$ cat src/inc/tdmx_defines.vh
`ifndef TDMX_DEFINES_VH
`define TDMX_DEFINES_VH

`define TDMX_SYNC_WORD   30'h1DD3256A
`define TDMX_SYNC_FIRST  10'h1DD
`define TDMX_FILL_BITS   2'h0
`define TDMX_GRP_W       10
`define TDMX_GRP_LAST    4'h9
`define TDMX_DEC_MAX     4'h9
`define TDMX_RATE_MIN    4'h1
`define TDMX_RATE_MAX    4'h9
`define TDMX_AUD_W       4
`define TDMX_PCM_HALF_W  5
`define TDMX_RB_W        30
`define TDMX_PIN_W       40
`define TDMX_SEL_SYNC0   3'h0
`define TDMX_SEL_SYNC1   3'h1
`define TDMX_SEL_SYNC2   3'h2
`define TDMX_SEL_AUDIO   3'h3
`define TDMX_SEL_PCM     3'h4
`define TDMX_SEL_TV0     3'h5
`define TDMX_SEL_TV1     3'h6
`define TDMX_SEL_TV2     3'h7
`define TDMX_TV_CODE0    2'h0
`define TDMX_PCM_HALF_US 10
`define TDMX_PCM_HALF_CNT 4'h9

`endif

$ cat src/hw/tdmx_top.v
`timescale 1ns/1ps
`include "tdmx_defines.vh"
module tdmx_top (
  input  wire        clk,
  input  wire        rstn,
  input  wire        ir_clk,
  input  wire [3:0]  rate_bcd,
  input  wire        aud1_clk,
  input  wire        aud1_dat,
  input  wire        aud2_clk,
  input  wire        aud2_dat,
  input  wire        pcm_dat,
  output wire        pcm_clk,
  input  wire [29:0] rb_word,
  output wire        rb_reset,
  output wire        ser_dat,
  output wire        ser_strobe,
  output wire        frame_start
);
  // Pin bundle positions
  localparam P_IR   = 0;
  localparam P_A1C  = 1;
  localparam P_A1D  = 2;
  localparam P_A2C  = 3;
  localparam P_A2D  = 4;
  localparam P_PCM  = 5;
  localparam P_RATE = 6;
  localparam P_RB   = 10;

  wire [`TDMX_PIN_W-1:0] pin_bus;
  wire [`TDMX_PIN_W-1:0] pin_lvl;
  wire [`TDMX_PIN_W-1:0] pin_rise;

  assign pin_bus = {rb_word, rate_bcd, pcm_dat, aud2_dat, aud2_clk,
                    aud1_dat, aud1_clk, ir_clk};

  tdmx_sync3 #(
    .W (`TDMX_PIN_W)
  ) u_sync (
    .clk  (clk),
    .rstn (rstn),
    .pin  (pin_bus),
    .lvl  (pin_lvl),
    .rise (pin_rise)
  );

  wire                   ir_tick;
  wire [3:0]             rate_pin;
  wire [`TDMX_RB_W-1:0]  rb_lvl;

  assign ir_tick  = pin_rise[P_IR];
  assign rate_pin = pin_lvl[P_RATE+3:P_RATE];
  assign rb_lvl   = pin_lvl[P_RB+`TDMX_RB_W-1:P_RB];

  // Audio capture
  wire [`TDMX_AUD_W-1:0] aud1_sr;
  wire [`TDMX_AUD_W-1:0] aud2_sr;

  tdmx_sipo #(
    .W (`TDMX_AUD_W)
  ) u_aud1 (
    .clk   (clk),
    .rstn  (rstn),
    .shift (pin_rise[P_A1C]),
    .din   (pin_lvl[P_A1D]),
    .q     (aud1_sr)
  );

  tdmx_sipo #(
    .W (`TDMX_AUD_W)
  ) u_aud2 (
    .clk   (clk),
    .rstn  (rstn),
    .shift (pin_rise[P_A2C]),
    .din   (pin_lvl[P_A2D]),
    .q     (aud2_sr)
  );

  // PCM clock generation and capture
  reg  [3:0] us_div_q;
  reg  [3:0] us_cnt_q;
  reg        pcm_clk_q;
  reg        pcm_shift_q;
  reg  [3:0] rate_q;
  wire       us_tick;
  wire       half_done;

  // At or above, so a lower rate code cannot strand the divider
  assign us_tick   = ir_tick && (us_div_q >= rate_q - `TDMX_RATE_MIN);
  assign half_done = us_tick && (us_cnt_q == `TDMX_PCM_HALF_CNT);

  // Toggle every 10 us gives a free-running 50 kHz clock
  reg  [3:0] us_div_d;
  reg  [3:0] us_cnt_d;
  reg        pcm_clk_d;
  always @* begin
    us_div_d  = us_div_q;
    us_cnt_d  = us_cnt_q;
    pcm_clk_d = pcm_clk_q;
    if (ir_tick) begin
      us_div_d = us_div_q + 4'h1;
    end
    if (us_tick) begin
      us_div_d = 4'h0;
      us_cnt_d = us_cnt_q + 4'h1;
    end
    if (half_done) begin
      us_cnt_d  = 4'h0;
      pcm_clk_d = ~pcm_clk_q;
    end
  end

  always @(posedge clk or negedge rstn) begin
    if (!rstn) begin
      us_div_q    <= 4'h0;
      us_cnt_q    <= 4'h0;
      pcm_clk_q   <= 1'b0;
      pcm_shift_q <= 1'b0;
    end else begin
      us_div_q    <= us_div_d;
      us_cnt_q    <= us_cnt_d;
      pcm_clk_q   <= pcm_clk_d;
      // Shift strobe marks the rising half of the PCM clock
      pcm_shift_q <= half_done && !pcm_clk_q;
    end
  end

  wire [`TDMX_PCM_HALF_W-1:0] pcm_lo;
  wire [`TDMX_PCM_HALF_W-1:0] pcm_hi;

  tdmx_sipo #(
    .W (`TDMX_PCM_HALF_W)
  ) u_pcm_lo (
    .clk   (clk),
    .rstn  (rstn),
    .shift (pcm_shift_q),
    .din   (pin_lvl[P_PCM]),
    .q     (pcm_lo)
  );

  tdmx_sipo #(
    .W (`TDMX_PCM_HALF_W)
  ) u_pcm_hi (
    .clk   (clk),
    .rstn  (rstn),
    .shift (pcm_shift_q),
    .din   (pcm_lo[`TDMX_PCM_HALF_W-1]),
    .q     (pcm_hi)
  );

  // Frame bit counter
  reg  [3:0] dec0_q;
  reg  [3:0] dec1_q;
  reg        half_q;
  reg  [3:0] dec2_q;
  reg  [2:0] sel_q;
  reg  [1:0] tv_save_q;
  reg  [9:0] out_sr_q;
  reg        ser_q;
  reg        ser_stb_q;
  reg        frame_q;
  reg        rb_reset_q;
  reg  [3:0] aud1_hold_q;
  reg  [3:0] aud2_hold_q;
  reg  [9:0] pcm_hold_q;

  function [3:0] dec_inc;
    input [3:0] v;
    begin
      if (v == `TDMX_DEC_MAX) begin
        dec_inc = 4'h0;
      end else begin
        dec_inc = v + 4'h1;
      end
    end
  endfunction

  function [2:0] sel_step;
    input [2:0] s;
    input [1:0] saved;
    begin
      case (s)
        `TDMX_SEL_PCM: sel_step = `TDMX_SEL_TV0 + {1'b0, saved};
        `TDMX_SEL_TV2: sel_step = `TDMX_SEL_TV0;
        default:       sel_step = s + 3'h1;
      endcase
    end
  endfunction

  function [1:0] tv_code;
    input [2:0] s;
    begin
      if (s >= `TDMX_SEL_TV0) begin
        tv_code = s[1:0] - 2'h1;
      end else begin
        tv_code = `TDMX_TV_CODE0;
      end
    end
  endfunction

  // Rate code, held for the whole frame; out-of-range codes run as 1 MHz
  wire [3:0] rate_ok;
  assign rate_ok = (rate_pin < `TDMX_RATE_MIN || rate_pin > `TDMX_RATE_MAX) ?
                   `TDMX_RATE_MIN : rate_pin;

  wire grp_end;
  wire dec1_end;
  wire frame_end;
  wire frame_pos0;

  assign grp_end    = (dec0_q == `TDMX_GRP_LAST);
  assign dec1_end   = grp_end && (dec1_q == `TDMX_DEC_MAX);
  assign frame_end  = dec1_end && half_q &&
                      (dec2_q + 4'h1 == rate_q);
  assign frame_pos0 = (dec0_q == 4'h0) && (dec1_q == 4'h0) &&
                      !half_q && (dec2_q == 4'h0);

  wire [2:0] sel_next;
  wire [1:0] tv_next;
  assign sel_next = frame_end ? `TDMX_SEL_SYNC0 : sel_step(sel_q, tv_save_q);
  assign tv_next  = tv_code(sel_step(sel_q, tv_save_q));

  // Hard-wired sync pattern, cut into its three groups
  wire [29:0] sync_word;
  assign sync_word = `TDMX_SYNC_WORD;

  // Group contents for the selector value about to be loaded
  reg [9:0] grp_data;
  always @* begin
    case (sel_next)
      `TDMX_SEL_SYNC0: grp_data = sync_word[29:20];
      `TDMX_SEL_SYNC1: grp_data = sync_word[19:10];
      `TDMX_SEL_SYNC2: grp_data = sync_word[9:0];
      `TDMX_SEL_AUDIO: grp_data = {aud1_hold_q, aud2_hold_q,
                                   `TDMX_FILL_BITS};
      `TDMX_SEL_PCM:   grp_data = pcm_hold_q;
      `TDMX_SEL_TV0:   grp_data = rb_lvl[29:20];
      `TDMX_SEL_TV1:   grp_data = rb_lvl[19:10];
      `TDMX_SEL_TV2:   grp_data = rb_lvl[9:0];
      default:         grp_data = 10'h000;
    endcase
  end

  // Next values of the frame bit counter and the group shifter
  reg [3:0] dec0_d;
  reg [3:0] dec1_d;
  reg       half_d;
  reg [3:0] dec2_d;
  reg [9:0] out_sr_d;
  reg [2:0] sel_d;

  always @* begin
    dec0_d   = dec_inc(dec0_q);
    dec1_d   = dec1_q;
    half_d   = half_q;
    dec2_d   = dec2_q;
    out_sr_d = {out_sr_q[8:0], 1'b0};
    sel_d    = sel_q;
    if (grp_end) begin
      dec1_d   = dec_inc(dec1_q);
      out_sr_d = grp_data;
      sel_d    = sel_next;
    end
    if (dec1_end) begin
      half_d = ~half_q;
      if (half_q) begin
        dec2_d = dec_inc(dec2_q);
      end
    end
    // Frame end restarts the count from zero
    if (frame_end) begin
      dec0_d = 4'h0;
      dec1_d = 4'h0;
      half_d = 1'b0;
      dec2_d = 4'h0;
    end
  end

  // Counters, selector and output register; counters clear on reset, output register preloads TDMX_SYNC_FIRST
  always @(posedge clk or negedge rstn) begin
    if (!rstn) begin
      dec0_q      <= 4'h0;
      dec1_q      <= 4'h0;
      half_q      <= 1'b0;
      dec2_q      <= 4'h0;
      sel_q       <= `TDMX_SEL_SYNC0;
      tv_save_q   <= `TDMX_TV_CODE0;
      rate_q      <= `TDMX_RATE_MIN;
      out_sr_q    <= `TDMX_SYNC_FIRST;
      ser_q       <= 1'b0;
      aud1_hold_q <= 4'h0;
      aud2_hold_q <= 4'h0;
      pcm_hold_q  <= 10'h000;
    end else if (ir_tick) begin
      ser_q    <= out_sr_q[9];
      out_sr_q <= out_sr_d;
      sel_q    <= sel_d;
      dec0_q   <= dec0_d;
      dec1_q   <= dec1_d;
      half_q   <= half_d;
      dec2_q   <= dec2_d;
      // Audio and PCM words captured here go out in the next frame
      if (frame_end) begin
        tv_save_q   <= tv_next;
        rate_q      <= rate_ok;
        aud1_hold_q <= aud1_sr;
        aud2_hold_q <= aud2_sr;
        pcm_hold_q  <= {pcm_hi, pcm_lo};
      end
    end
  end

  // Word is used up once its low group sits in the output register;
  // the buffer then has ten bit times to present the next word
  wire word_taken;
  wire ser_stb_d;
  wire frame_d;
  wire rb_reset_d;
  assign word_taken = grp_end && (sel_next == `TDMX_SEL_TV2);
  assign ser_stb_d  = ir_tick;
  assign frame_d    = ir_tick && frame_pos0;
  assign rb_reset_d = ir_tick && word_taken;

  // Strobes toward the encoder and the rate buffer
  always @(posedge clk or negedge rstn) begin
    if (!rstn) begin
      ser_stb_q  <= 1'b0;
      frame_q    <= 1'b0;
      rb_reset_q <= 1'b0;
    end else begin
      ser_stb_q  <= ser_stb_d;
      frame_q    <= frame_d;
      rb_reset_q <= rb_reset_d;
    end
  end

  assign pcm_clk     = pcm_clk_q;
  assign rb_reset    = rb_reset_q;
  assign ser_dat     = ser_q;
  assign ser_strobe  = ser_stb_q;
  assign frame_start = frame_q;
endmodule

$ cat src/hw/tdmx_sync3.v
`timescale 1ns/1ps
module tdmx_sync3 #(
  parameter W = 1
) (
  input  wire         clk,
  input  wire         rstn,
  input  wire [W-1:0] pin,
  output wire [W-1:0] lvl,
  output wire [W-1:0] rise
);
  reg [W-1:0] s1_q;
  reg [W-1:0] s2_q;
  reg [W-1:0] s3_q;
  reg [W-1:0] lvl_q;
  reg [W-1:0] rise_q;
  wire [W-1:0] lvl_d;

  genvar i;
  generate
    for (i = 0; i < W; i = i + 1) begin : g_bit
      // Level follows only once second and third stage agree
      assign lvl_d[i] = (s2_q[i] == s3_q[i]) ? s3_q[i] : lvl_q[i];
    end
  endgenerate

  always @(posedge clk or negedge rstn) begin
    if (!rstn) begin
      s1_q   <= {W{1'b0}};
      s2_q   <= {W{1'b0}};
      s3_q   <= {W{1'b0}};
      lvl_q  <= {W{1'b0}};
      rise_q <= {W{1'b0}};
    end else begin
      s1_q   <= pin;
      s2_q   <= s1_q;
      s3_q   <= s2_q;
      lvl_q  <= lvl_d;
      rise_q <= lvl_d & ~lvl_q;
    end
  end

  assign lvl  = lvl_q;
  assign rise = rise_q;
endmodule

$ cat src/hw/tdmx_sipo.v
`timescale 1ns/1ps
module tdmx_sipo #(
  parameter W = 4
) (
  input  wire         clk,
  input  wire         rstn,
  input  wire         shift,
  input  wire         din,
  output wire [W-1:0] q
);
  reg [W-1:0] sr_q;

  // Oldest bit ends up in the MSB
  always @(posedge clk or negedge rstn) begin
    if (!rstn) begin
      sr_q <= {W{1'b0}};
    end else if (shift) begin
      sr_q <= {sr_q[W-2:0], din};
    end
  end

  assign q = sr_q;
endmodule

$ cat config.mk
export PLATFORM = sky130hd
export DESIGN_NAME = tdmx_top
export DESIGN_NICKNAME = d
export VERILOG_FILES = /design/src/hw/tdmx_top.v /design/src/hw/tdmx_sync3.v /design/src/hw/tdmx_sipo.v
export VERILOG_INCLUDE_DIRS = /design/src /design/src/inc
export SDC_FILE = /design/constraint.sdc
export NUM_CORES = 1
export LEC_CHECK = 0
export ABC_CLOCK_PERIOD_IN_PS = 4800
export BUFFER_PORTS_ARGS = -buffer_cell sky130_fd_sc_hd__buf_2
export CORE_AREA = 2 2 124 126
export DETAILED_ROUTE_END_ITERATION = 7
export DIE_AREA = 0 0 126 128
export PLACE_DENSITY = 0.86
export SLEW_MARGIN = 20
export SYNTH_ARGS = -nofsm -noshare
export SYNTH_HDL_FRONTEND = slang
export SYNTH_SLANG_ARGS = --single-unit
$ cat constraint.sdc
create_clock -name clk -period 4.8 [get_ports clk]
set_clock_uncertainty 0.15 [all_clocks]
set_input_delay 0.96 -clock clk [delete_from_list [all_inputs] [get_ports clk]]
set_output_delay 0.96 -clock clk [all_outputs]
set_load 0.05 [all_outputs]
# After elaboration in Yosys (flattened, before gate mapping)
# Index checks and enable logic that the tools add are counted.
# word_totals
regBits,246
inputBits,42
wordCells,189
# classes
addsub,9
order_cmp,4
n_eq_ne,54
muxes,61
n_bitwise,4
n_reduce_logical,29
# ops
cell,n
10-bit one-hot mux with 8 select lines,1
4-bit two-way mux,14
1-bit two-way mux,42
1-bit == test,40
4-bit by 1-bit adder with 4-bit output (second input constant),5
3-bit == test (second input constant),6
4-bit == test (second input constant),4
1-bit logical AND,12
4-bit zero test,3
10-bit two-way mux,1
2-bit nonzero test,5
2-bit AND reduction,4
3-bit by 2-bit == test with 1-bit output (second input constant),2
3-bit one-hot mux with 2 select lines,1
4-bit bitwise AND,1
4-bit == test,1
4-bit greater-or-equal comparator,1
4-bit > comparator (second input constant),1
4-bit by 1-bit < comparator with 1-bit output (second input constant),1
4-bit inverter,1
4-bit by 1-bit subtractor with 4-bit output (second input constant),1
3-bit by 1-bit adder with 3-bit output (second input constant),1
3-bit by 2-bit adder with 3-bit output (first input constant),1
3-bit by 1-bit == test with 1-bit output (second input constant),1
9 further kinds,11

# Logic depth before layout (Yosys ltp)
# Gate-level depths: netlist of run 1.
# logic_depth
depth_word,8
ltp_mapped,10
mapped_depth_nobuf,9

# Modules after synthesis
# From an unflattened synthesis of run 1, not the netlist that was laid out.
# unflattened
hier_cells,691
area_unflattened_um2,10251.1
# modules_own_cells
module,instances,cells_per_inst,area_per_inst_um2,seq_area_each_um2
tdmx_sync3,1,280,5855.6,5004.8
tdmx_top,1,375,3742.3,1611.5
tdmx_sipo (u_pcm_hi ...),2,10,181.4,125.1
tdmx_sipo (u_aud1 ...),2,8,145.1,100.1

# Least setup slack after synthesis of run 1
# Ideal clock, no wire load.
# synth_path
path_kind,flip-flop to flip-flop
startpoint,register sel_q[0]
endpoint,register out_sr_q[6]
setup_ns,0.087
arrival_time_ns,2.155
path_slack_ns,2.407
stages_incl_launch_ff,10
path_buffers,1
synth_period_minus_slack_ns,2.393
cell_sequence,dfrtp_1 > ha_1 > ha_1 > and4b_1 > a31o_2 > buf_1 > nor2_1 > a221o_1 > o21ai_0 > a31oi_1
# synth_between
elab_chain_len,6
# synth_lines
item,line,rtl
start: declaration,tdmx_top.v:156,reg [2:0] sel_q;
start signal: assignment,tdmx_top.v:286,sel_q <= `TDMX_SEL_SYNC0;
start signal: assignment,tdmx_top.v:297,sel_q <= sel_d;
3-bit by 1-bit adder with 3-bit output or 3-bit == test (tied branches),"tdmx_top.v:185, tdmx_top.v:182",
3-bit one-hot mux with 2 select lines (*),tdmx_top.v:182,case (s)
3-bit two-way mux (*),tdmx_top.v:220,"assign sel_next = frame_end ? `TDMX_SEL_SYNC0 : sel_step(sel_q, tv_save_q);"
3-bit == test (tied with other cells),tdmx_top.v:230,case (sel_next)
10-bit one-hot mux with 8 select lines (*),tdmx_top.v:230,
10-bit two-way mux (*),tdmx_top.v:259,if (grp_end) begin
end signal: assignment,tdmx_top.v:289,out_sr_q <= `TDMX_SYNC_FIRST;
end signal: assignment,tdmx_top.v:296,out_sr_q <= out_sr_d;
end: declaration,tdmx_top.v:158,reg [9:0] out_sr_q;
# Every way passes the cells marked *; elsewhere a longest branch is shown, timed or not.
# A chain may end at the register's enable or synchronous reset.

# Final worst setup path of run 1
# layout_path
startpoint,register dec2_q[0]
endpoint,register pcm_hold_q[6]
# layout_between
elab_chain_len,4
# layout_lines
item,line,rtl
start: declaration,tdmx_top.v:155,reg [3:0] dec2_q;
start signal: assignment,tdmx_top.v:285,dec2_q <= 4'h0;
start signal: assignment,tdmx_top.v:301,dec2_q <= dec2_d;
4-bit by 1-bit adder with 4-bit output,tdmx_top.v:214,(dec2_q + 4'h1 == rate_q);
4-bit == test,tdmx_top.v:214,
1-bit logical AND,tdmx_top.v:213,assign frame_end = dec1_end && half_q &&
2-bit AND reduction (no line),--,
end signal: assignment,tdmx_top.v:308,"pcm_hold_q <= {pcm_hi, pcm_lo};"
end: declaration,tdmx_top.v:165,reg [9:0] pcm_hold_q;
# Every way passes these cells.

==> impl_results.html, run 1 <==
<table>
<tr><th>Metric</th><th>Value</th></tr>
<tr><th colspan="2">Routing</th></tr>
<tr><td>DR vias/cell</td><td>5.70</td></tr>
<tr><td>Top layer reached by signal wires</td><td>met4</td></tr>
<tr><td>Met2 wire length</td><td>7.92 mm</td></tr>
<tr><td>Final antenna-violating net count</td><td>0</td></tr>
<tr><td>Initial DRT Pass Iterations</td><td>4</td></tr>
<tr><td>Sum of routed wire length over all layers</td><td>15.6 mm</td></tr>
<tr><td>Met3 routed WL</td><td>704 um</td></tr>
<tr><td>Vias after detailed routing</td><td>4,892</td></tr>
<tr><td>Count of routing violations after the opening detailed-route iteration</td><td>337</td></tr>
<tr><td>DRC violation count after routing</td><td>0</td></tr>
<tr><td>Average wire length per cell after detail routing</td><td>18.1 um</td></tr>
<tr><td>Wl on met1</td><td>6.54 mm</td></tr>
<tr><th colspan="2">Yosys</th></tr>
<tr><td>Post-Synthesis Cell Area</td><td>0.00883 mm2</td></tr>
<tr><td>Largest family of logic cells by synthesized area</td><td>adder cells</td></tr>
<tr><td>Number of synthesized register bits</td><td>245</td></tr>
<tr><td>Post-synth net total</td><td>656</td></tr>
<tr><td>Cells taking the most area after synthesis</td><td>sky130_fd_sc_hd__dfrtp_1, sky130_fd_sc_hd__maj3_1, sky130_fd_sc_hd__mux2_2</td></tr>
<tr><td>Number of distinct library cells after synthesis</td><td>56</td></tr>
<tr><td>Yosys Warn Count</td><td>0</td></tr>
<tr><td>Portion of synthesized cell area occupied by the leading cell type</td><td>67.1%</td></tr>
<tr><td>Simple-Gate Fraction of Synth Area</td><td>5.76%</td></tr>
<tr><td>Avg Inst Size Synth</td><td>14.9 um2</td></tr>
<tr><td>EDFF count, synth</td><td>0</td></tr>
<tr><td>Compound-cell area share of the yosys netlist</td><td>7.15%</td></tr>
<tr><td>Share of synthesized registers carrying an async set or reset</td><td>100%</td></tr>
<tr><td>Synth Instances</td><td>592</td></tr>
<tr><td>Sequential area share after synthesis</td><td>69.5%</td></tr>
<tr><td>Multiplexer share of the synthesized area</td><td>7.10%</td></tr>
<tr><td>Share of synthesized cell area in full adder, half adder and majority cells</td><td>7.65%</td></tr>
<tr><td>Cell accounting for the most synthesized area</td><td>sky130_fd_sc_hd__dfrtp_1</td></tr>
<tr><td>Predominant post-synthesis flop cell</td><td>sky130_fd_sc_hd__dfrtp_1</td></tr>
<tr><td>Parity-gate share of the synthesized area counting xor and xnor cells</td><td>1.09%</td></tr>
<tr><th colspan="2">Clocking</th></tr>
<tr><td>Total of hold buffers inserted after clock tree synthesis</td><td>0</td></tr>
<tr><td>Resize count post-CTS</td><td>0</td></tr>
<tr><td>Clock latency at the later pin of the worst-skew pair</td><td>500 ps</td></tr>
<tr><td>CTS tree</td><td>yes</td></tr>
<tr><td>Register clock-pin slew on the reported worst setup and hold paths</td><td>60 ps</td></tr>
<tr><td>Max clock buf depth</td><td>3</td></tr>
<tr><td>Sink count of the clock tree</td><td>245</td></tr>
<tr><td>Postcts setup bufs</td><td>0</td></tr>
<tr><td>Number of clock buffers inserted by TritonCTS</td><td>24</td></tr>
<tr><td>Number of levels the H-tree was split into</td><td>1</td></tr>
<tr><td>Clk Tree Root Cell</td><td>sky130_fd_sc_hd__clkbuf_16</td></tr>
<tr><th colspan="2">Power and ir drop</th></tr>
<tr><td>Switching power share of the total</td><td>25.5%</td></tr>
<tr><td>Clock network fraction of total power</td><td>37.9%</td></tr>
<tr><td>Internal Pwr Total</td><td>3.64 mW</td></tr>
<tr><td>Total power consumption of the routed design</td><td>4.88 mW</td></tr>
<tr><td>Peak ir drop on the vdd network</td><td>0.000319 V</td></tr>
<tr><td>LEAKAGE</td><td>4.62 nW</td></tr>
<tr><td>Combinational cell fraction of total power</td><td>12.4%</td></tr>
<tr><td>Sequential cell fraction of total power</td><td>49.7%</td></tr>
<tr><td>Net load switching power</td><td>1.24 mW</td></tr>
<tr><td>Pwr per Cell Area</td><td>484 mW/mm2</td></tr>
<tr><th colspan="2">STA</th></tr>
<tr><td>RSZ-0062 raised after global routing</td><td>no</td></tr>
<tr><td>Hold Fails Final Rpt</td><td>0</td></tr>
<tr><td>Achievable frequency</td><td>0.321 GHz</td></tr>
<tr><td>Setup-violating endpoint count in the final report</td><td>0</td></tr>
<tr><td>Ratio of final minimum period to clock period</td><td>65.0%</td></tr>
<tr><td>Final Max Slew Viols</td><td>0</td></tr>
<tr><td>Final worst-path setup slack</td><td>1680 ps</td></tr>
<tr><td>Final Critical Period</td><td>3120 ps</td></tr>
<tr><td>Transition time of the tightest slew-check pin</td><td>821 ps</td></tr>
<tr><td>Worst hold margin</td><td>195 ps</td></tr>
<tr><td>Worst slew margin relative to its limit</td><td>45.1%</td></tr>
<tr><td>Total Negative Setup Slacks</td><td>0 ps</td></tr>
<tr><th colspan="2">Floorplanning</th></tr>
<tr><td>Die Y-Extent</td><td>128 um</td></tr>
<tr><td>Placement Rows</td><td>45</td></tr>
<tr><td>Initial cell density of the core</td><td>59.4%</td></tr>
<tr><td>Die area</td><td>0.0161 mm2</td></tr>
<tr><td>Ports</td><td>47</td></tr>
<tr><td>Total core area</td><td>0.0149 mm2</td></tr>
<tr><td>Overall die width</td><td>126 um</td></tr>
<tr><th colspan="2">Critical path</th></tr>
<tr><td>Worst path max stage delay</td><td>610 ps</td></tr>
<tr><td>Critical-path maximum fanout</td><td>30</td></tr>
<tr><td>Critical path start-end classification</td><td>flip-flop to flip-flop</td></tr>
<tr><td>Type of origin of the critical path</td><td>flip-flop</td></tr>
<tr><td>Nature of the critical path endpoint</td><td>flip-flop</td></tr>
<tr><td>Crit path max-delay cell type</td><td>sky130_fd_sc_hd__nand2_2</td></tr>
<tr><td>Reg2Reg Depth</td><td>7</td></tr>
<tr><td>WP data required</td><td>5030 ps</td></tr>
<tr><td>Worst reg2reg startpoint</td><td>dec2_q[0]$_DFFE_PN0P_</td></tr>
<tr><td>Setup slack, reg-to-reg</td><td>1680 ps</td></tr>
<tr><td>End of the worst register-to-register path</td><td>pcm_hold_q[6]$_DFFE_PN0P_</td></tr>
<tr><td>Origin of the worst setup path</td><td>dec2_q[0]$_DFFE_PN0P_</td></tr>
<tr><td>Cell breakdown of the critical path</td><td>inv_1 -&gt; ha_1 -&gt; xnor2_1 -&gt; nand3_1 -&gt; nor4_4 -&gt; nand2_2 -&gt; mux2_4</td></tr>
<tr><td>Data arrival time at the worst-slack endpoint</td><td>3350 ps</td></tr>
<tr><th colspan="2">Place</th></tr>
<tr><td>Dpl ws</td><td>1680 ps</td></tr>
<tr><td>Placed instance count</td><td>815</td></tr>
<tr><td>GPL Wtd Cong</td><td>0.846</td></tr>
<tr><td>Cell area after placement</td><td>0.00927 mm2</td></tr>
<tr><td>HPWL reported at the end of detailed placement</td><td>10.1 mm</td></tr>
<tr><td>Port Buffer Count</td><td>46</td></tr>
<tr><th colspan="2">Global routing</th></tr>
<tr><td>Maximum number of pins on one net before global-route repair</td><td>123</td></tr>
<tr><td>Wire length of the first global-routing pass</td><td>26.7 mm</td></tr>
<tr><td>Initial antenna violation count</td><td>0</td></tr>
<tr><td>Overall track demand over capacity in global routing</td><td>20.5%</td></tr>
<tr><td>Remaining global-route overflow</td><td>0</td></tr>
<tr><td>Vias in the first global route</td><td>5,315</td></tr>
<tr><th colspan="2">Final layout</th></tr>
<tr><td>Ant diodes</td><td>0</td></tr>
<tr><td>Post-layout instance area</td><td>0.0101 mm2</td></tr>
<tr><td>Synth-to-layout area growth</td><td>14.0%</td></tr>
<tr><td>Top library cells by usage in the layout, fill and taps aside</td><td>sky130_fd_sc_hd__dfrtp_1, sky130_fd_sc_hd__buf_2, sky130_fd_sc_hd__maj3_1, sky130_fd_sc_hd__nand2_1</td></tr>
<tr><td>Nets</td><td>717</td></tr>
<tr><td>Fraction of layout instances using a drive strength above 1</td><td>21.9%</td></tr>
<tr><td>Final Non-Filler Cells</td><td>858</td></tr>
<tr><td>Utilization after layout</td><td>67.8%</td></tr>
<tr><td>Most common library cell in the layout ignoring fill and taps</td><td>sky130_fd_sc_hd__dfrtp_1</td></tr>
<tr><th colspan="2">Worst hold path</th></tr>
<tr><td>Min-Delay Path Class</td><td>flip-flop to flip-flop</td></tr>
<tr><td>Origin of the worst min-delay path</td><td>u_sync.s1_q[14]$_DFF_PN0_</td></tr>
<tr><td>Cell count of the worst hold path</td><td>0</td></tr>
<tr><td>Endpoint, Worst Hold</td><td>u_sync.s2_q[14]$_DFF_PN0_</td></tr>
<tr><th colspan="2">Job</th></tr>
<tr><td>Maxcap violations</td><td>0</td></tr>
<tr><th colspan="2">Status</th></tr>
<tr><td>Outcome</td><td>complete, no violations</td></tr>
</table>
## power groups by stage
| stage | combinational [mW] | clock (mW) | sequential [mW] |
|---|---|---|---|
| 2_1_floorplan | 0.405 | 0 | 2.42 |
| 3_3_place_gp | 0.564 | 0 | 2.43 |
| 3_5_place_dp | 0.598 | 0 | 2.45 |
| 4_1_cts | 0.608 | 1.88 | 2.42 |
| 5_1_grt | 0.679 | 1.98 | 2.45 |
| 6_report | 0.606 | 1.85 | 2.42 |
## critical path, delay by kind of cell, from the launching register on
kind                     cells  cell delay [ps]
adder cells (fa/ha/maj)      1              320
XOR/XNOR                     1              140
buffers and inverters        1               80
multiplexers                 1              490
flip-flops                   1              460
AND/OR/NAND/NOR              3             1330
## routing by layer
metal  vias to the layer above  global-route usage, %
li1                       2218                      -
met2                       148                   34.4
met3                        38                   3.71
met1                      2488                   27.3
met5                         -                      0
met4                         0                   7.50
## flip-flops by register name, summed over array words and instances, names as in the netlist, 5 cells and up, named ones only
| name | count |
|---|---|
| out_sr_q | 10 |
| u_sync.s2_q | 40 |
| u_sync.s1_q | 40 |
| u_sync.lvl | 39 |
| u_pcm_hi.q | 5 |
| u_sync.s3_q | 40 |
| u_pcm_lo.q | 5 |
| pcm_hold_q | 10 |
## final cells by class
class,count,area [um2]
Sequential cell,245,6140
Fill cell,1028,4790
Multi-Input combinational cell,312,2540
Clock buffer,38,744
Timing Repair Buffer,50,283
Tap cell,188,235
Inverter,20,75.1
Clock inverter,5,52.6
## worst max path at each step
stage	endpoint	slack [ps]	depth (start not counted)
global route	rate_q[2]$_DFFE_PN0P_	1430	7
floorplan	out_sr_q[6]$_DFFE_PN1P_	2410	9
CTS	pcm_hold_q[2]$_DFFE_PN0P_	1680	7
detailed placement	pcm_hold_q[2]$_DFFE_PN0P_	1680	7
finish	pcm_hold_q[6]$_DFFE_PN0P_	1680	7
global placement	pcm_hold_q[7]$_DFFE_PN0P_	1880	7
## logic make-up (layout without fill, tap and decap cells)
| logic type | after synthesis | count (layout) |
|---|---|---|
| adder cells (fa/ha/maj) | 62 | 62 |
| AO/OA/AOI/OAI | 93 | 93 |
| buffers and inverters | 35 | 113 |
| multiplexers | 48 | 48 |
| XOR/XNOR | 11 | 11 |
| AND/OR/NAND/NOR | 98 | 98 |
| flip-flops | 245 | 245 |
## cell usage after synthesis (all sizes together) (9+ instances only)
cell / number
a21oi: 14
buf: 9
dfrtp: 237
ha: 22
inv: 19
maj3: 40
mux2: 43
nand2: 34
nand3: 13
nor2: 21
o21ai: 18
o31ai: 9
Note: power is estimated with default switching activity, not from simulation.
==> run 2, diff against run 1 <==
--- a/config.mk
+++ b/config.mk
@@ -6,12 +6,12 @@
 export SDC_FILE = /design/constraint.sdc
 export NUM_CORES = 1
 export LEC_CHECK = 0
-export ABC_CLOCK_PERIOD_IN_PS = 4800
+export ABC_CLOCK_PERIOD_IN_PS = 2700
 export BUFFER_PORTS_ARGS = -buffer_cell sky130_fd_sc_hd__buf_2
-export CORE_AREA = 2 2 124 126
+export CORE_AREA = 2 2 131 133
 export DETAILED_ROUTE_END_ITERATION = 7
-export DIE_AREA = 0 0 126 128
-export PLACE_DENSITY = 0.86
+export DIE_AREA = 0 0 133 135
+export PLACE_DENSITY = 0.82
 export SLEW_MARGIN = 20
 export SYNTH_ARGS = -nofsm -noshare
 export SYNTH_HDL_FRONTEND = slang
==> constraint.sdc (replaced) <==
create_clock -name clk -period 2.7 [get_ports clk]
set_clock_uncertainty 0.15 [all_clocks]
set_input_delay 0.54 -clock clk [delete_from_list [all_inputs] [get_ports clk]]
set_output_delay 0.54 -clock clk [all_outputs]
set_load 0.05 [all_outputs]
==> impl_results.html, run 2 (synthesis gave the netlist of run 1 again) <==
<table>
<tr><th>Metric</th><th>Value</th></tr>
<tr><th colspan="2">STA</th></tr>
<tr><td>Final worst-path setup slack</td><td>86.7 ps</td></tr>
<tr><td>Total Negative Setup Slacks</td><td>0 ps</td></tr>
<tr><td>Achievable frequency</td><td>0.383 GHz</td></tr>
<tr><td>Transition time of the tightest slew-check pin</td><td>630 ps</td></tr>
<tr><td>RSZ-0062 raised after global routing</td><td>no</td></tr>
<tr><td>Hold Fails Final Rpt</td><td>0</td></tr>
<tr><td>Final Critical Period</td><td>2610 ps</td></tr>
<tr><td>Ratio of final minimum period to clock period</td><td>96.8%</td></tr>
<tr><td>Final Max Slew Viols</td><td>0</td></tr>
<tr><td>Worst slew margin relative to its limit</td><td>58.0%</td></tr>
<tr><td>Setup-violating endpoint count in the final report</td><td>0</td></tr>
<tr><th colspan="2">Critical path</th></tr>
<tr><td>Critical-path maximum fanout</td><td>8</td></tr>
<tr><td>Data arrival time at the worst-slack endpoint</td><td>2900 ps</td></tr>
<tr><td>Critical path start-end classification</td><td>flip-flop to flip-flop</td></tr>
<tr><td>Type of origin of the critical path</td><td>flip-flop</td></tr>
<tr><td>WP data required</td><td>2990 ps</td></tr>
<tr><td>Nature of the critical path endpoint</td><td>flip-flop</td></tr>
<tr><th colspan="2">Final layout</th></tr>
<tr><td>Nets</td><td>771</td></tr>
<tr><td>Ant diodes</td><td>0</td></tr>
<tr><td>Synth-to-layout area growth</td><td>21.0%</td></tr>
<tr><td>Fraction of layout instances using a drive strength above 1</td><td>22.8%</td></tr>
<tr><td>Top library cells by usage in the layout, fill and taps aside</td><td>sky130_fd_sc_hd__dfrtp_1, sky130_fd_sc_hd__buf_2, sky130_fd_sc_hd__dlygate4sd3_1, sky130_fd_sc_hd__maj3_1, sky130_fd_sc_hd__nand2_1</td></tr>
<tr><td>Most common library cell in the layout ignoring fill and taps</td><td>sky130_fd_sc_hd__dfrtp_1</td></tr>
<tr><td>Registers with the most flip-flops</td><td>u_sync.s1_q: 40 flops, u_sync.s2_q: 40 flops, u_sync.s3_q: 40 flops</td></tr>
<tr><td>Filler cells</td><td>1,149</td></tr>
<tr><th colspan="2">Routing</th></tr>
<tr><td>Vias after detailed routing</td><td>5,028</td></tr>
<tr><td>Final antenna-violating net count</td><td>0</td></tr>
<tr><td>DR vias/cell</td><td>5.32</td></tr>
<tr><td>Initial DRT Pass Iterations</td><td>4</td></tr>
<tr><td>Sum of routed wire length over all layers</td><td>16.2 mm</td></tr>
<tr><td>DRC violation count after routing</td><td>0</td></tr>
<tr><td>Average wire length per cell after detail routing</td><td>17.1 um</td></tr>
<tr><td>Count of routing violations after the opening detailed-route iteration</td><td>240</td></tr>
<tr><th colspan="2">Clocking</th></tr>
<tr><td>Max clock buf depth</td><td>3</td></tr>
<tr><td>Number of clock buffers inserted by TritonCTS</td><td>24</td></tr>
<tr><td>Number of levels the H-tree was split into</td><td>1</td></tr>
<tr><td>CTS tree</td><td>yes</td></tr>
<tr><td>Register clock-pin slew on the reported worst setup and hold paths</td><td>60 ps</td></tr>
<tr><td>Clk Tree Root Cell</td><td>sky130_fd_sc_hd__clkbuf_16</td></tr>
<tr><td>Clock latency at the later pin of the worst-skew pair</td><td>510 ps</td></tr>
<tr><td>Postcts setup bufs</td><td>0</td></tr>
<tr><td>Sink count of the clock tree</td><td>245</td></tr>
<tr><th colspan="2">Floorplanning</th></tr>
<tr><td>Placement Rows</td><td>47</td></tr>
<tr><td>Ports</td><td>47</td></tr>
<tr><td>Die Y-Extent</td><td>135 um</td></tr>
<tr><td>Initial cell density of the core</td><td>53.8%</td></tr>
<tr><td>Total core area</td><td>0.0164 mm2</td></tr>
<tr><td>Die area</td><td>0.0180 mm2</td></tr>
<tr><td>Overall die width</td><td>133 um</td></tr>
<tr><th colspan="2">Global routing</th></tr>
<tr><td>Remaining global-route overflow</td><td>0</td></tr>
<tr><td>Overall track demand over capacity in global routing</td><td>19.0%</td></tr>
<tr><td>Maximum number of pins on one net before global-route repair</td><td>81</td></tr>
<tr><td>Wire length of the first global-routing pass</td><td>27.1 mm</td></tr>
<tr><td>Vias in the first global route</td><td>5,374</td></tr>
<tr><td>Initial antenna violation count</td><td>0</td></tr>
<tr><th colspan="2">Job</th></tr>
<tr><td>Maxcap violations</td><td>0</td></tr>
<tr><th colspan="2">Worst hold path</th></tr>
<tr><td>Min-Delay Path Class</td><td>flip-flop to flip-flop</td></tr>
<tr><th colspan="2">Power and ir drop</th></tr>
<tr><td>Peak ir drop on the vdd network</td><td>0.000630 V</td></tr>
<tr><td>Pwr per Cell Area</td><td>835 mW/mm2</td></tr>
<tr><td>LEAKAGE</td><td>4.90 nW</td></tr>
<tr><th colspan="2">Place</th></tr>
<tr><td>HPWL reported at the end of detailed placement</td><td>10.7 mm</td></tr>
<tr><td>Dpl ws</td><td>128 ps</td></tr>
<tr><td>GPL Wtd Cong</td><td>0.820</td></tr>
<tr><td>Port Buffer Count</td><td>46</td></tr>
<tr><th colspan="2">Status</th></tr>
<tr><td>Outcome</td><td>complete, no violations</td></tr>
</table>
[run 2: changes by cell type in the layout (fill, tap and decap cells not counted), sizes merged]
cell         delta
clkinvlp        -1
buf            +13
bufinv          +2
dlygate4sd3    +41
clkinv          +3
clkbuf          -3
[run 2: cell type report]
class	instances	area (um2)	area share, %
clock inverters	9	124	1.16
repair buffers	104	803	7.51
well taps	220	275	2.57
inverters	20	75.1	0.702
flip-flops and latches	245	6140	57.4
multi-input cells	312	2550	23.9
clock buffers	35	723	6.76
[run 2: critical path, stage by stage (launching register included)]
cell	delay, ps
sky130_fd_sc_hd__dfrtp_1	480
sky130_fd_sc_hd__inv_1	90
sky130_fd_sc_hd__ha_1	340
sky130_fd_sc_hd__xnor2_1	140
sky130_fd_sc_hd__nand3_1	140
sky130_fd_sc_hd__nor4_4	70
sky130_fd_sc_hd__buf_4	180
sky130_fd_sc_hd__or4_4	560
sky130_fd_sc_hd__nor3b_1	260
sky130_fd_sc_hd__a211o_1	140
[run 2: timing repair]
item	CTS	global route
setup endpoints to repair	0	5
hold endpoints to repair	113	0
gates resized for setup	0	3
hold buffers	41	0
[run 2: metal layers]
metal / vias up / wire length [um] / GRT usage, %
met1: 2580 / 6810 / 24.0
met5: - / 0 / 0
met2: 86 / 8460 / 33.3
met3: 37 / 498 / 2.93
met4: 0 / 393 / 7.17
li1: 2325 / - / -
[run 2: stage by stage]
| stage | instance area, um2 | hold WS [ps] | cells | util (%) | power, mW |
|---|---|---|---|---|---|
| 4_1_cts | 10700 | 198 | 945 | 65.1 | 9.01 |
| 6_report | 10700 | 196 | 945 | 65.2 | 8.93 |
| 2_1_floorplan | 8830 | 94.4 | 592 | - | 5.02 |
| 5_1_grt | 10700 | 199 | 945 | 65.2 | 9.37 |
| 3_5_place_dp | 9420 | 185 | 860 | 57.4 | 5.48 |
| 3_3_place_gp | 9420 | 182 | 860 | 57.4 | 5.40 |
[run 2: worst paths after layout]
kind	start	endpoint	slack [ps]	cells after the start
worst max register to register	dec2_q[0]$_DFFE_PN0P_	dec2_q[2]$_DFFE_PN0P_	90	9
worst min register to register	u_sync.s1_q[17]$_DFF_PN0_	u_sync.s2_q[17]$_DFF_PN0_	200	0
worst max-delay path	dec2_q[0]$_DFFE_PN0P_	dec2_q[2]$_DFFE_PN0P_	90	9
max in group asynchronous	rstn	u_sync.lvl[23]$_DFFE_PN0N_	1130	3
worst min-delay path	u_sync.s1_q[17]$_DFF_PN0_	u_sync.s2_q[17]$_DFF_PN0_	200	0
min in group asynchronous	rstn	u_sync.s3_q[0]$_DFF_PN0_	430	2
[run 2: power breakdown]
part           switching, mW  internal [mW]  total, mW  leakage (nW)
combinational          0.637          0.532       1.17          1.49
clock                   1.31           2.14       3.46         0.422
sequential             0.263           4.04       4.31          2.98
